--- src/ckdv_pkg.sv ---
package ckdv_pkg;

  // ==========================================================================
  // register port
  // ==========================================================================
  localparam logic [5:0] TRIM_OFFSET = 6'h31;
  localparam logic [5:0] DIV_OFFSET = 6'h3c;
  localparam int DIV_EN_BIT = 7;
  localparam logic [7:0] DIV_RESET = 8'h00;
  localparam logic [7:0] TRIM_RESET = 8'h00;
  localparam logic [7:0] RDATA_UNMAPPED = 8'h00;
  localparam logic [7:0] DIV_BASE = 8'h81;

  // ==========================================================================
  // sleep mode select codes
  // ==========================================================================
  localparam logic [2:0] MODE_IDLE = 3'h0;
  localparam logic [2:0] MODE_ADCNR = 3'h1;
  localparam logic [2:0] MODE_PDOWN = 3'h2;
  localparam logic [2:0] MODE_PSAVE = 3'h3;
  localparam logic [2:0] MODE_STDBY = 3'h6;
  localparam logic [2:0] MODE_XSTDBY = 3'h7;

  // ==========================================================================
  // timing
  // ==========================================================================
  localparam int CLK_PERIOD_NS = 10;
  localparam int WAKE_STALL_CYCLES = 4;
  localparam int STDBY_WAKE_CYCLES = 6;
  localparam int RST_TIMEOUT_US = 4100;
  localparam int RST_TIMEOUT_CYCLES = RST_TIMEOUT_US * 1000 / CLK_PERIOD_NS;
  localparam int WAIT_W = 20;

  typedef enum logic [2:0] {
    ST_RUN = 3'b001,
    ST_SLEEP = 3'b010,
    ST_WAKE = 3'b100
  } ckdv_state_e;

  typedef struct packed {
    ckdv_state_e state;
    logic div_en;
    logic [6:0] factor;
    logic [7:0] div_cnt;
    logic [7:0] trim;
    logic trim_loaded;
    logic [2:0] mode;
    logic [WAIT_W-1:0] wait_cnt;
    logic cpu_en;
    logic flash_en;
    logic io_en;
    logic adc_en;
    logic async_en;
    logic osc_en;
    logic tosc_en;
    logic adc_start;
    logic cpu_stall;
    logic irq_go;
    logic [7:0] rdata;
  } ckdv_state_s;

endpackage

--- src/ckdv_top.sv ---
`timescale 1ns/1ps
module ckdv_top #(
  parameter int WAKE_PD_CYCLES = ckdv_pkg::RST_TIMEOUT_CYCLES
) (
  // clock and reset
  input wire logic mclk,
  input wire logic nrst,
  // register port
  input wire logic [5:0] reg_addr,
  input wire logic [7:0] reg_wdata,
  input wire logic reg_wr,
  input wire logic reg_rd,
  output logic [7:0] reg_rdata,
  // core control and straps
  input wire logic sleep_arm_bit,
  input wire logic [2:0] sleep_mode_select,
  input wire logic sleep_instr,
  input wire logic timer0_async_select,
  input wire logic xtal_source_sel,
  input wire logic adc_enable,
  input wire logic [7:0] sig_row_trim,
  // wake-up sources
  input wire logic irq_any,
  input wire logic [3:0] ext_irq_low_lines,
  input wire logic [3:0] ext_irq_high_lines,
  input wire logic twi_addr_match,
  input wire logic timer0_irq,
  input wire logic spm_ready_irq,
  input wire logic adc_irq,
  // clock domain enables
  output logic cpu_clock,
  output logic flash_clock,
  output logic io_clock,
  output logic adc_clock,
  output logic async_clock,
  output logic main_osc_en,
  output logic timer_osc_en,
  // oscillator trim and sleep status
  output logic [7:0] trim_value,
  output logic adc_start,
  output logic cpu_stall,
  output logic irq_dispatch,
  output logic sleeping
);

  // ==========================================================================
  // decoding functions
  // ==========================================================================
  function automatic logic [2:0] eff_mode(input logic [2:0] sel, input logic xtal);
    logic [2:0] m;
    m = sel;
    if (sel == 3'h4 || sel == 3'h5)
      m = ckdv_pkg::MODE_IDLE;
    else if (sel == ckdv_pkg::MODE_STDBY && !xtal)
      m = ckdv_pkg::MODE_PDOWN;
    else if (sel == ckdv_pkg::MODE_XSTDBY && !xtal)
      m = ckdv_pkg::MODE_PSAVE;
    return m;
  endfunction

  // gate order: cpu, flash, io, adc, async, osc, tosc
  function automatic logic [6:0] gate(input logic [2:0] m, input logic as0);
    logic [6:0] g;
    g = 7'h00;
    case (m)
      ckdv_pkg::MODE_IDLE:
        g = {2'b00, 3'b111, 1'b1, as0};
      ckdv_pkg::MODE_ADCNR:
        g = {3'b000, 2'b11, 1'b1, as0};
      ckdv_pkg::MODE_PDOWN:
        g = 7'h00;
      ckdv_pkg::MODE_PSAVE:
        g = {4'b0000, as0, 1'b0, as0};
      ckdv_pkg::MODE_STDBY:
        g = {5'b00000, 1'b1, 1'b0};
      ckdv_pkg::MODE_XSTDBY:
        g = {4'b0000, as0, 1'b1, as0};
      default:
        g = 7'h00;
    endcase
    return g;
  endfunction

  function automatic logic wake_src(input logic [2:0] m, input logic as0, input logic any,
                                    input logic lim, input logic t0, input logic spm,
                                    input logic adc);
    logic w;
    w = lim;
    case (m)
      ckdv_pkg::MODE_IDLE:
        w = any || lim || t0 || spm || adc;
      ckdv_pkg::MODE_ADCNR:
        w = lim || t0 || spm || adc;
      ckdv_pkg::MODE_PSAVE, ckdv_pkg::MODE_XSTDBY:
        w = lim || (as0 && t0);
      default:
        w = lim;
    endcase
    return w;
  endfunction

  function automatic logic [ckdv_pkg::WAIT_W-1:0] wake_wait(input logic [2:0] m);
    int c;
    c = 0;
    case (m)
      ckdv_pkg::MODE_PDOWN, ckdv_pkg::MODE_PSAVE:
        c = WAKE_PD_CYCLES;
      ckdv_pkg::MODE_STDBY, ckdv_pkg::MODE_XSTDBY:
        c = ckdv_pkg::STDBY_WAKE_CYCLES;
      default:
        c = 0;
    endcase
    return ckdv_pkg::WAIT_W'(c + ckdv_pkg::WAKE_STALL_CYCLES - 1);
  endfunction

  // ==========================================================================
  // state
  // ==========================================================================
  ckdv_pkg::ckdv_state_s st_reg;
  ckdv_pkg::ckdv_state_s st_next;
  logic [7:0] period;
  logic tick;
  logic lim_irq;
  logic [6:0] g;
  logic [2:0] m_new;

  assign period = ckdv_pkg::DIV_BASE - {1'b0, st_reg.factor};
  assign lim_irq = (|ext_irq_low_lines) || (|ext_irq_high_lines) || twi_addr_match;
  assign m_new = eff_mode(sleep_mode_select, xtal_source_sel);

  always_comb
  begin
    st_next = st_reg;
    st_next.adc_start = 1'b0;
    st_next.irq_go = 1'b0;
    st_next.rdata = ckdv_pkg::RDATA_UNMAPPED;
    g = 7'h7f;
    tick = 1'b0;

    // register writes
    if (reg_wr && reg_addr == ckdv_pkg::DIV_OFFSET)
    begin
      if (reg_wdata[ckdv_pkg::DIV_EN_BIT])
      begin
        if (!st_reg.div_en)
          st_next.factor = reg_wdata[6:0];
        st_next.div_en = 1'b1;
      end
      else
        st_next.div_en = 1'b0;
    end
    if (!st_reg.trim_loaded)
    begin
      st_next.trim = sig_row_trim;
      st_next.trim_loaded = 1'b1;
    end
    else if (reg_wr && reg_addr == ckdv_pkg::TRIM_OFFSET)
      st_next.trim = reg_wdata;

    // register reads
    if (reg_rd && reg_addr == ckdv_pkg::DIV_OFFSET)
      st_next.rdata = {st_reg.div_en, st_reg.factor};
    else if (reg_rd && reg_addr == ckdv_pkg::TRIM_OFFSET)
      st_next.rdata = st_reg.trim;

    // divider: whole-cycle enable pulses, restarted on any factor change
    if (!st_next.div_en || st_next.factor != st_reg.factor)
      st_next.div_cnt = 8'h00;
    else if (st_reg.div_cnt >= period - 8'h01)
      st_next.div_cnt = 8'h00;
    else
      st_next.div_cnt = st_reg.div_cnt + 8'h01;
    tick = !st_next.div_en || st_next.div_cnt == 8'h00;

    // sleep sequencing
    case (st_reg.state)
      ckdv_pkg::ST_RUN:
      begin
        if (sleep_instr && sleep_arm_bit)
        begin
          st_next.state = ckdv_pkg::ST_SLEEP;
          st_next.mode = m_new;
          st_next.adc_start = adc_enable &&
            (m_new == ckdv_pkg::MODE_IDLE || m_new == ckdv_pkg::MODE_ADCNR);
        end
      end
      ckdv_pkg::ST_SLEEP:
      begin
        if (wake_src(st_reg.mode, timer0_async_select, irq_any, lim_irq, timer0_irq,
                     spm_ready_irq, adc_irq))
        begin
          st_next.state = ckdv_pkg::ST_WAKE;
          st_next.wait_cnt = wake_wait(st_reg.mode);
        end
      end
      ckdv_pkg::ST_WAKE:
      begin
        if (st_reg.wait_cnt == '0)
        begin
          st_next.state = ckdv_pkg::ST_RUN;
          st_next.irq_go = 1'b1;
        end
        else
          st_next.wait_cnt = st_reg.wait_cnt - 1'b1;
      end
      default:
        st_next.state = ckdv_pkg::ST_RUN;
    endcase

    // gating; memories are never touched, only their clocks stop
    if (st_next.state == ckdv_pkg::ST_SLEEP)
      g = gate(st_next.mode, timer0_async_select);
    else if (st_next.state == ckdv_pkg::ST_WAKE)
      g = {2'b00, 5'b11111};
    else
      g = {6'b111111, timer0_async_select};
    st_next.cpu_en = g[6] && tick;
    st_next.flash_en = g[5] && tick;
    st_next.io_en = g[4] && tick;
    st_next.adc_en = g[3] && tick;
    st_next.async_en = g[2];
    st_next.osc_en = g[1];
    st_next.tosc_en = g[0];
    st_next.cpu_stall = st_next.state == ckdv_pkg::ST_WAKE;
  end

  always_ff @(posedge mclk or negedge nrst)
  begin
    if (!nrst)
    begin
      st_reg <= '0;
      st_reg.state <= ckdv_pkg::ST_RUN;
      st_reg.div_en <= ckdv_pkg::DIV_RESET[ckdv_pkg::DIV_EN_BIT];
      st_reg.factor <= ckdv_pkg::DIV_RESET[6:0];
      st_reg.trim <= ckdv_pkg::TRIM_RESET;
      st_reg.mode <= ckdv_pkg::MODE_IDLE;
    end
    else
      st_reg <= st_next;
  end

  assign reg_rdata = st_reg.rdata;
  assign cpu_clock = st_reg.cpu_en;
  assign flash_clock = st_reg.flash_en;
  assign io_clock = st_reg.io_en;
  assign adc_clock = st_reg.adc_en;
  assign async_clock = st_reg.async_en;
  assign main_osc_en = st_reg.osc_en;
  assign timer_osc_en = st_reg.tosc_en;
  assign trim_value = st_reg.trim;
  assign adc_start = st_reg.adc_start;
  assign cpu_stall = st_reg.cpu_stall;
  assign irq_dispatch = st_reg.irq_go;
  assign sleeping = st_reg.state == ckdv_pkg::ST_SLEEP;

  logic [7:0] gap_cnt;
  always_ff @(posedge mclk or negedge nrst)
  begin
    if (!nrst)
      gap_cnt <= 8'h00;
    else if (io_clock)
      gap_cnt <= 8'h00;
    else if (gap_cnt != 8'hff)
      gap_cnt <= gap_cnt + 8'h01;
  end
endmodule

--- config.mk ---
export PLATFORM = sky130hd
export DESIGN_NAME = ckdv_top
export DESIGN_NICKNAME = d
export VERILOG_FILES = /design/src/ckdv_pkg.sv /design/src/ckdv_top.sv
export SDC_FILE = /design/constraint.sdc
export NUM_CORES = 1
export LEC_CHECK = 0
export BUFFER_PORTS_ARGS = -buffer_cell sky130_fd_sc_hd__clkbuf_2
export CAP_MARGIN = 20
export CELL_PAD_IN_SITES_DETAIL_PLACEMENT = 2
export CELL_PAD_IN_SITES_GLOBAL_PLACEMENT = 2
export CORE_MARGIN = 1.5
export CORE_UTILIZATION = 37
export CTS_CLUSTER_DIAMETER = 50
export DETAILED_ROUTE_END_ITERATION = 16
export GPL_TIMING_DRIVEN = 0
export HOLD_SLACK_MARGIN = 0.1
export PLACE_DENSITY_LB_ADDON = 0.1
export SLEW_MARGIN = 15
export SYNTH_ARGS = -nofsm -noshare
export SYNTH_HDL_FRONTEND = slang
export SYNTH_SLANG_ARGS = --single-unit
export TNS_END_PERCENT = 10
--- constraint.sdc ---
create_clock -name mclk -period 5.1 [get_ports mclk]
set_input_delay 1.02 -clock mclk [delete_from_list [all_inputs] [get_ports mclk]]
set_output_delay 1.02 -clock mclk [all_outputs]
set_load 0.005 [all_outputs]
# Word-level counts from Yosys, hierarchy flattened
# Cells that the tools add are included.
# word_totals
inputBits	47
out_inout_bits	27
regBits	69
word_cells	126
# classes
n_addsub	6
mux	34
n_reduce_logical	41
eq_ne	25
order_cmp	1
# ops
op	n
$mux W20	4
$mux W8	7
$pmux W20 S2	1
$pmux W19 S2	1
$eq A3 B3 Y1 const B	10
$mux W7	4
$pmux W5 S5	1
$mux W3	8
$add A20 B4 Y20 const B	1
$logic_not A20 Y1	1
$sub A20 B1 Y20 const B	1
$sub A20 B2 Y20 const B	1
$eq A3 B2 Y1 const B	5
$logic_or A1 B1 Y1	14
$logic_and A1 B1 Y1	13
$eq A3 B1 Y1 const B	4
$eq A6 B6 Y1 const B	2
$logic_not A3 Y1	3
$pmux W3 S3	1
$add A8 B1 Y8 const B	1
$ge A8 B8 Y1	1
$logic_not A8 Y1	1
$reduce_or A4 Y1	2
$sub A8 B1 Y8 const B	1
10 further kinds	19

# Longest topological paths before layout
# logic_depth
word_depth	15
depth_mapped	10
depth_no_buf	10

# Worst setup path before layout
# OpenSTA, ideal clock, no wires.
# synth_timing
path_kind	input to register
startpoint	input irq_any
endpoint	register st_reg[25] (netlist name)
path_slack_ps	2668
t_arrival_ps	2311
path_stages	5
n_path_buf	0
setup_time_ps	121
required_time_ps	4979
cell_sequence	nor2b_1 o41a_1 o21ai_1 nand2_4 a22o_1
# synth_via
elab_chain_len	8
# synth_lines
element	line	text
start, declared	ckdv_top.sv:23	input wire logic irq_any,
$logic_or A1 B1 Y1 (4 in series)	ckdv_top.sv:91	w = any || lim || t0 || spm || adc;
$pmux W1 S3	ckdv_top.sv:89	case (m)
$mux W1	ckdv_top.sv:176	case (st_reg.state)
$ne A2 B1 Y1 (no line)	-	
$reduce_and A3 Y1 (no line)	-	
end signal, assigned	ckdv_top.sv:239	st_reg <= st_next;
end, declared	ckdv_top.sv:119	ckdv_pkg::ckdv_state_s st_reg;
# Every way passes these cells. The select of a mux whose other input is x is not followed.
# A chain may end at the register's enable or synchronous reset.

# Worst setup path in the final report
# layout_timing
startpoint	input ext_irq_low_lines[1]
endpoint	register st_reg[26] (netlist name)
# layout_via
elab_chain_len	11
# layout_lines
element	line	text
start, declared	ckdv_top.sv:24	input wire logic [3:0] ext_irq_low_lines,
$reduce_or A4 Y1 *	ckdv_top.sv:128	assign lim_irq = (|ext_irq_low_lines) || (|ext_irq_high_lines) || twi_addr_match;
$logic_or A1 B1 Y1 * (2 in series)	ckdv_top.sv:128	
$logic_or A1 B1 Y1 (4 in series)	ckdv_top.sv:91	
$pmux W1 S3 *	ckdv_top.sv:89	
$mux W1 *	ckdv_top.sv:176	
$ne A2 B1 Y1 (no line) *	-	
$reduce_and A3 Y1 (no line) *	-	
# Mark *: on every way between the ends. The rest lies on a longest branch, timed or not. The select of a mux whose other input is x is not followed.

==> flow_metrics.tcl <==
set metrics [dict create \
    clk_latency_ns 0.34 \
    largest_reg_flops 43 \
    hold_ws_ns 0.544 \
    clkSlewWorstSetupHoldPaths_ns 0.07 \
    layout_min_cycle_time_ns 2.68 \
    die_y_microns 105 \
    gr-usage-all-layers_pct 22.3 \
    die_w_microns 105 \
    syn_inst 381 \
    cts_root_buffer "clkbuf_8" \
    peakVddDrop_mv 0.172 \
    cts_setup_buffers 0 \
    post-route-util_pct 46.0 \
    drive_above_1_share_pct 27.4 \
    syn2layout_area_growth_pct 19.3 \
    tightest_slew_ns 0.916 \
    max_freq_ghz 0.373 \
    cts_buffer_depth 2 \
    first_pass_iters 4 \
    power_mw 1.60 \
    crit_required_ns 5.33 \
    gr-total-overflow 0 \
    hold_violations 0 \
    cts_tree "yes" \
    max_slew_margin_pct 38.5 \
    path_max_fanout 10 \
    cts_resized 0 \
    whs_path_depth 1 \
    yosys_warnings 0 \
    power-per-cell-area_mw_per_mm2 350 \
    clock-sinks 68 \
    start_util_pct 38.6 \
    wire_per_inst_microns 18.9 \
    routed_wirelength_microns 11400 \
    ys_ff_latch 68 \
    cap_viol_max_count 0 \
    placementRows 36 \
    r2r_cells 10 \
    synth_top_area_share_pct 43.9 \
    ys_seq_area_share_pct 44.6 \
    rrSetupSlack_ns 2.45 \
    start_kind "input pin" \
    hold_path.class "flip-flop to flip-flop" \
    rsz0062_at_grt "no" \
    numCtsBuffers 9 \
    htreeDepth 3 \
    core_area_sq_mm 0.00991 \
    port_buffers 73 \
    ys_types 65 \
    first_global_vias 3685 \
    synth_top_area_cell "dfrtp_1" \
    cts_hold_buf 0 \
    layout.nets 524 \
    r2r_end "st_reg[56]$_DFF_PN0_" \
    n_fill_cell 1107 \
    drc 0 \
    syn-cell-area_sq_mm 0.00382 \
    seq_area_sq_mm 0.00170 \
    setup.worst_path.class "input pin to flip-flop" \
    gp_congestion 0.810 \
    synthTopCellsByArea "dfrtp_1 (44%), nor2_1 (3.9%), a22o_1 (3.7%)" \
    synth_ff_type "dfrtp_1" \
    multiInputGateArea_sq_mm 0.00190 \
    dieArea_sq_mm 0.0109 \
    drv_slew 0 \
    synth_edf_count 0 \
    worst_clock_skew_ns 0.00577 \
    antenna_found_initial 0 \
    vias 3270 \
    syn_avg_cell_area_sq_um 10.0 \
    p_leak_nw 2.11 \
    status "finished clean" \
    synthArstFlopShare_pct 100 \
    hpwl_microns 8550 \
    cp-endpoint "st_reg[26]$_DFFE_PN0P_" \
    drt_iter0_markers 59 \
    critPathLaunch "ext_irq_low_lines[1]" \
    grt_pass1_wl_microns 19300 \
    finalSetupViolCount 0 \
    diodes 0 \
    cp.arrival_ns 2.91 \
    timing.rr.start "st_reg[61]$_DFF_PN0_" \
    ios 74 \
    grt_max_degree 36 \
    via_per_inst 5.42 \
    crit_path_end_kind "flip-flop" \
    ant_nets 0 \
    syn_nets 439 \
    min_period_over_period_pct 52.5 \
    setup-tns-final_ns 0 \
]
## how the worst min path moves through the flow
stage,from,end,slack [ns]
final,trim_value[0]$_DFFE_PN0P_,reg_rdata[0]$_DFF_PN0_,0.54
after global placement,st_reg[36]$_DFFE_PN0P_,st_reg[36]$_DFFE_PN0P_,0.50
after detailed placement,trim_value[0]$_DFFE_PN0P_,reg_rdata[0]$_DFF_PN0_,0.52
after floorplan,st_reg[36]$_DFFE_PN0P_,st_reg[36]$_DFFE_PN0P_,0.47
after global routing,trim_value[3]$_DFFE_PN0P_,reg_rdata[3]$_DFF_PN0_,0.58
after CTS,trim_value[1]$_DFFE_PN0P_,reg_rdata[1]$_DFF_PN0_,0.55
## per-stage QoR
stage | instances | cell area [sq um] | setup slack, ns
3_3_place_gp | 587 | 4350 | 2.19
2_1_floorplan | 381 | 3820 | 2.67
3_5_place_dp | 588 | 4380 | 2.08
6_report | 603 | 4560 | 2.42
5_1_grt | 603 | 4560 | 2.16
4_1_cts | 603 | 4560 | 2.38
## layout make-up
type                            instances  share of cell area (%)
Tap cell                              133                    3.65
Multi-Input combinational cell        275                    41.7
Sequential cell                        68                    37.3
Inverter                                9                   0.741
Clock buffer                           13                    3.27
Clock inverter                          2                   0.768
Buffer                                 29                    4.03
Timing Repair Buffer                   74                    8.51
## worst max-delay path, stage by stage
cell      delay, ns
clkbuf_2       0.08
nor4_1         0.27
nand4_1        0.20
o21ai_1        0.76
nand2_4        0.27
a22o_1         0.30
## kinds of logic (layout without fill, tap and decap cells)
group           count (synthesis)  after routing  synth area share (%)
flops                          68             68                  44.6
mux                            15             15                  4.13
simple gates                  138            138                  20.2
other cells                     1              1                0.0981
compound gates                 88             88                  16.6
xor+xnor                       22             22                  5.04
buf+inv                        38            127                  5.70
fa+ha+maj                      11             11                  3.60
## synthesized netlist by cell type, drive strengths merged (7+ instances only)
library cell / count
a21oi: 12
ha: 11
nand4b: 7
mux2i: 9
clkbuf: 7
dfrtp: 67
buf: 22
nand2: 24
xor2: 13
xnor2: 9
a22o: 16
nor3: 14
o21ai: 18
nor2: 41
inv: 9
nand3: 9
o31ai: 8
o211ai: 8
## placed cells by master (no fill, tap or decap), drive strengths merged, types with 3 or more instances in the layout
| master | Yosys | routed |
|---|---|---|
| mux2 | 6 | 6 |
| or4 | 6 | 6 |
| o41ai | 4 | 4 |
| xor2 | 13 | 13 |
| nand4b | 7 | 7 |
| clkbuf | 7 | 93 |
| inv | 9 | 9 |
| a21oi | 12 | 12 |
| buf | 22 | 23 |
| a22o | 16 | 16 |
| nand3b | 3 | 3 |
| nand4 | 4 | 4 |
| nor2b | 4 | 4 |
| o21ai | 18 | 18 |
| nand2b | 6 | 6 |
| nor2 | 41 | 41 |
| xnor2 | 9 | 9 |
| nand3 | 9 | 9 |
| mux2i | 9 | 9 |
| nor3 | 14 | 14 |
| o31ai | 8 | 8 |
| o211ai | 8 | 8 |
| nor4b | 4 | 4 |
| nor4 | 6 | 6 |
| ha | 11 | 11 |
| dfrtp | 67 | 67 |
| nand2 | 24 | 24 |
## metal layers
| layer | track usage [%] | vias up | part of all wire [%] |
|---|---|---|---|
| met5 | 0 | - | 0 |
| met4 | 9.10 | 0 | 2.0 |
| met2 | 36.5 | 68 | 48 |
| met1 | 29.8 | 1630 | 47 |
| met3 | 2.93 | 18 | 3.1 |
| li1 | - | 1554 | - |
## where the power goes
group	leakage [nW]	internal [mW]	switching [mW]
clock network	0.0935	0.237	0.200
logic	1.16	0.187	0.228
registers	0.855	0.629	0.116
Power figures use the tool's default switching activity.
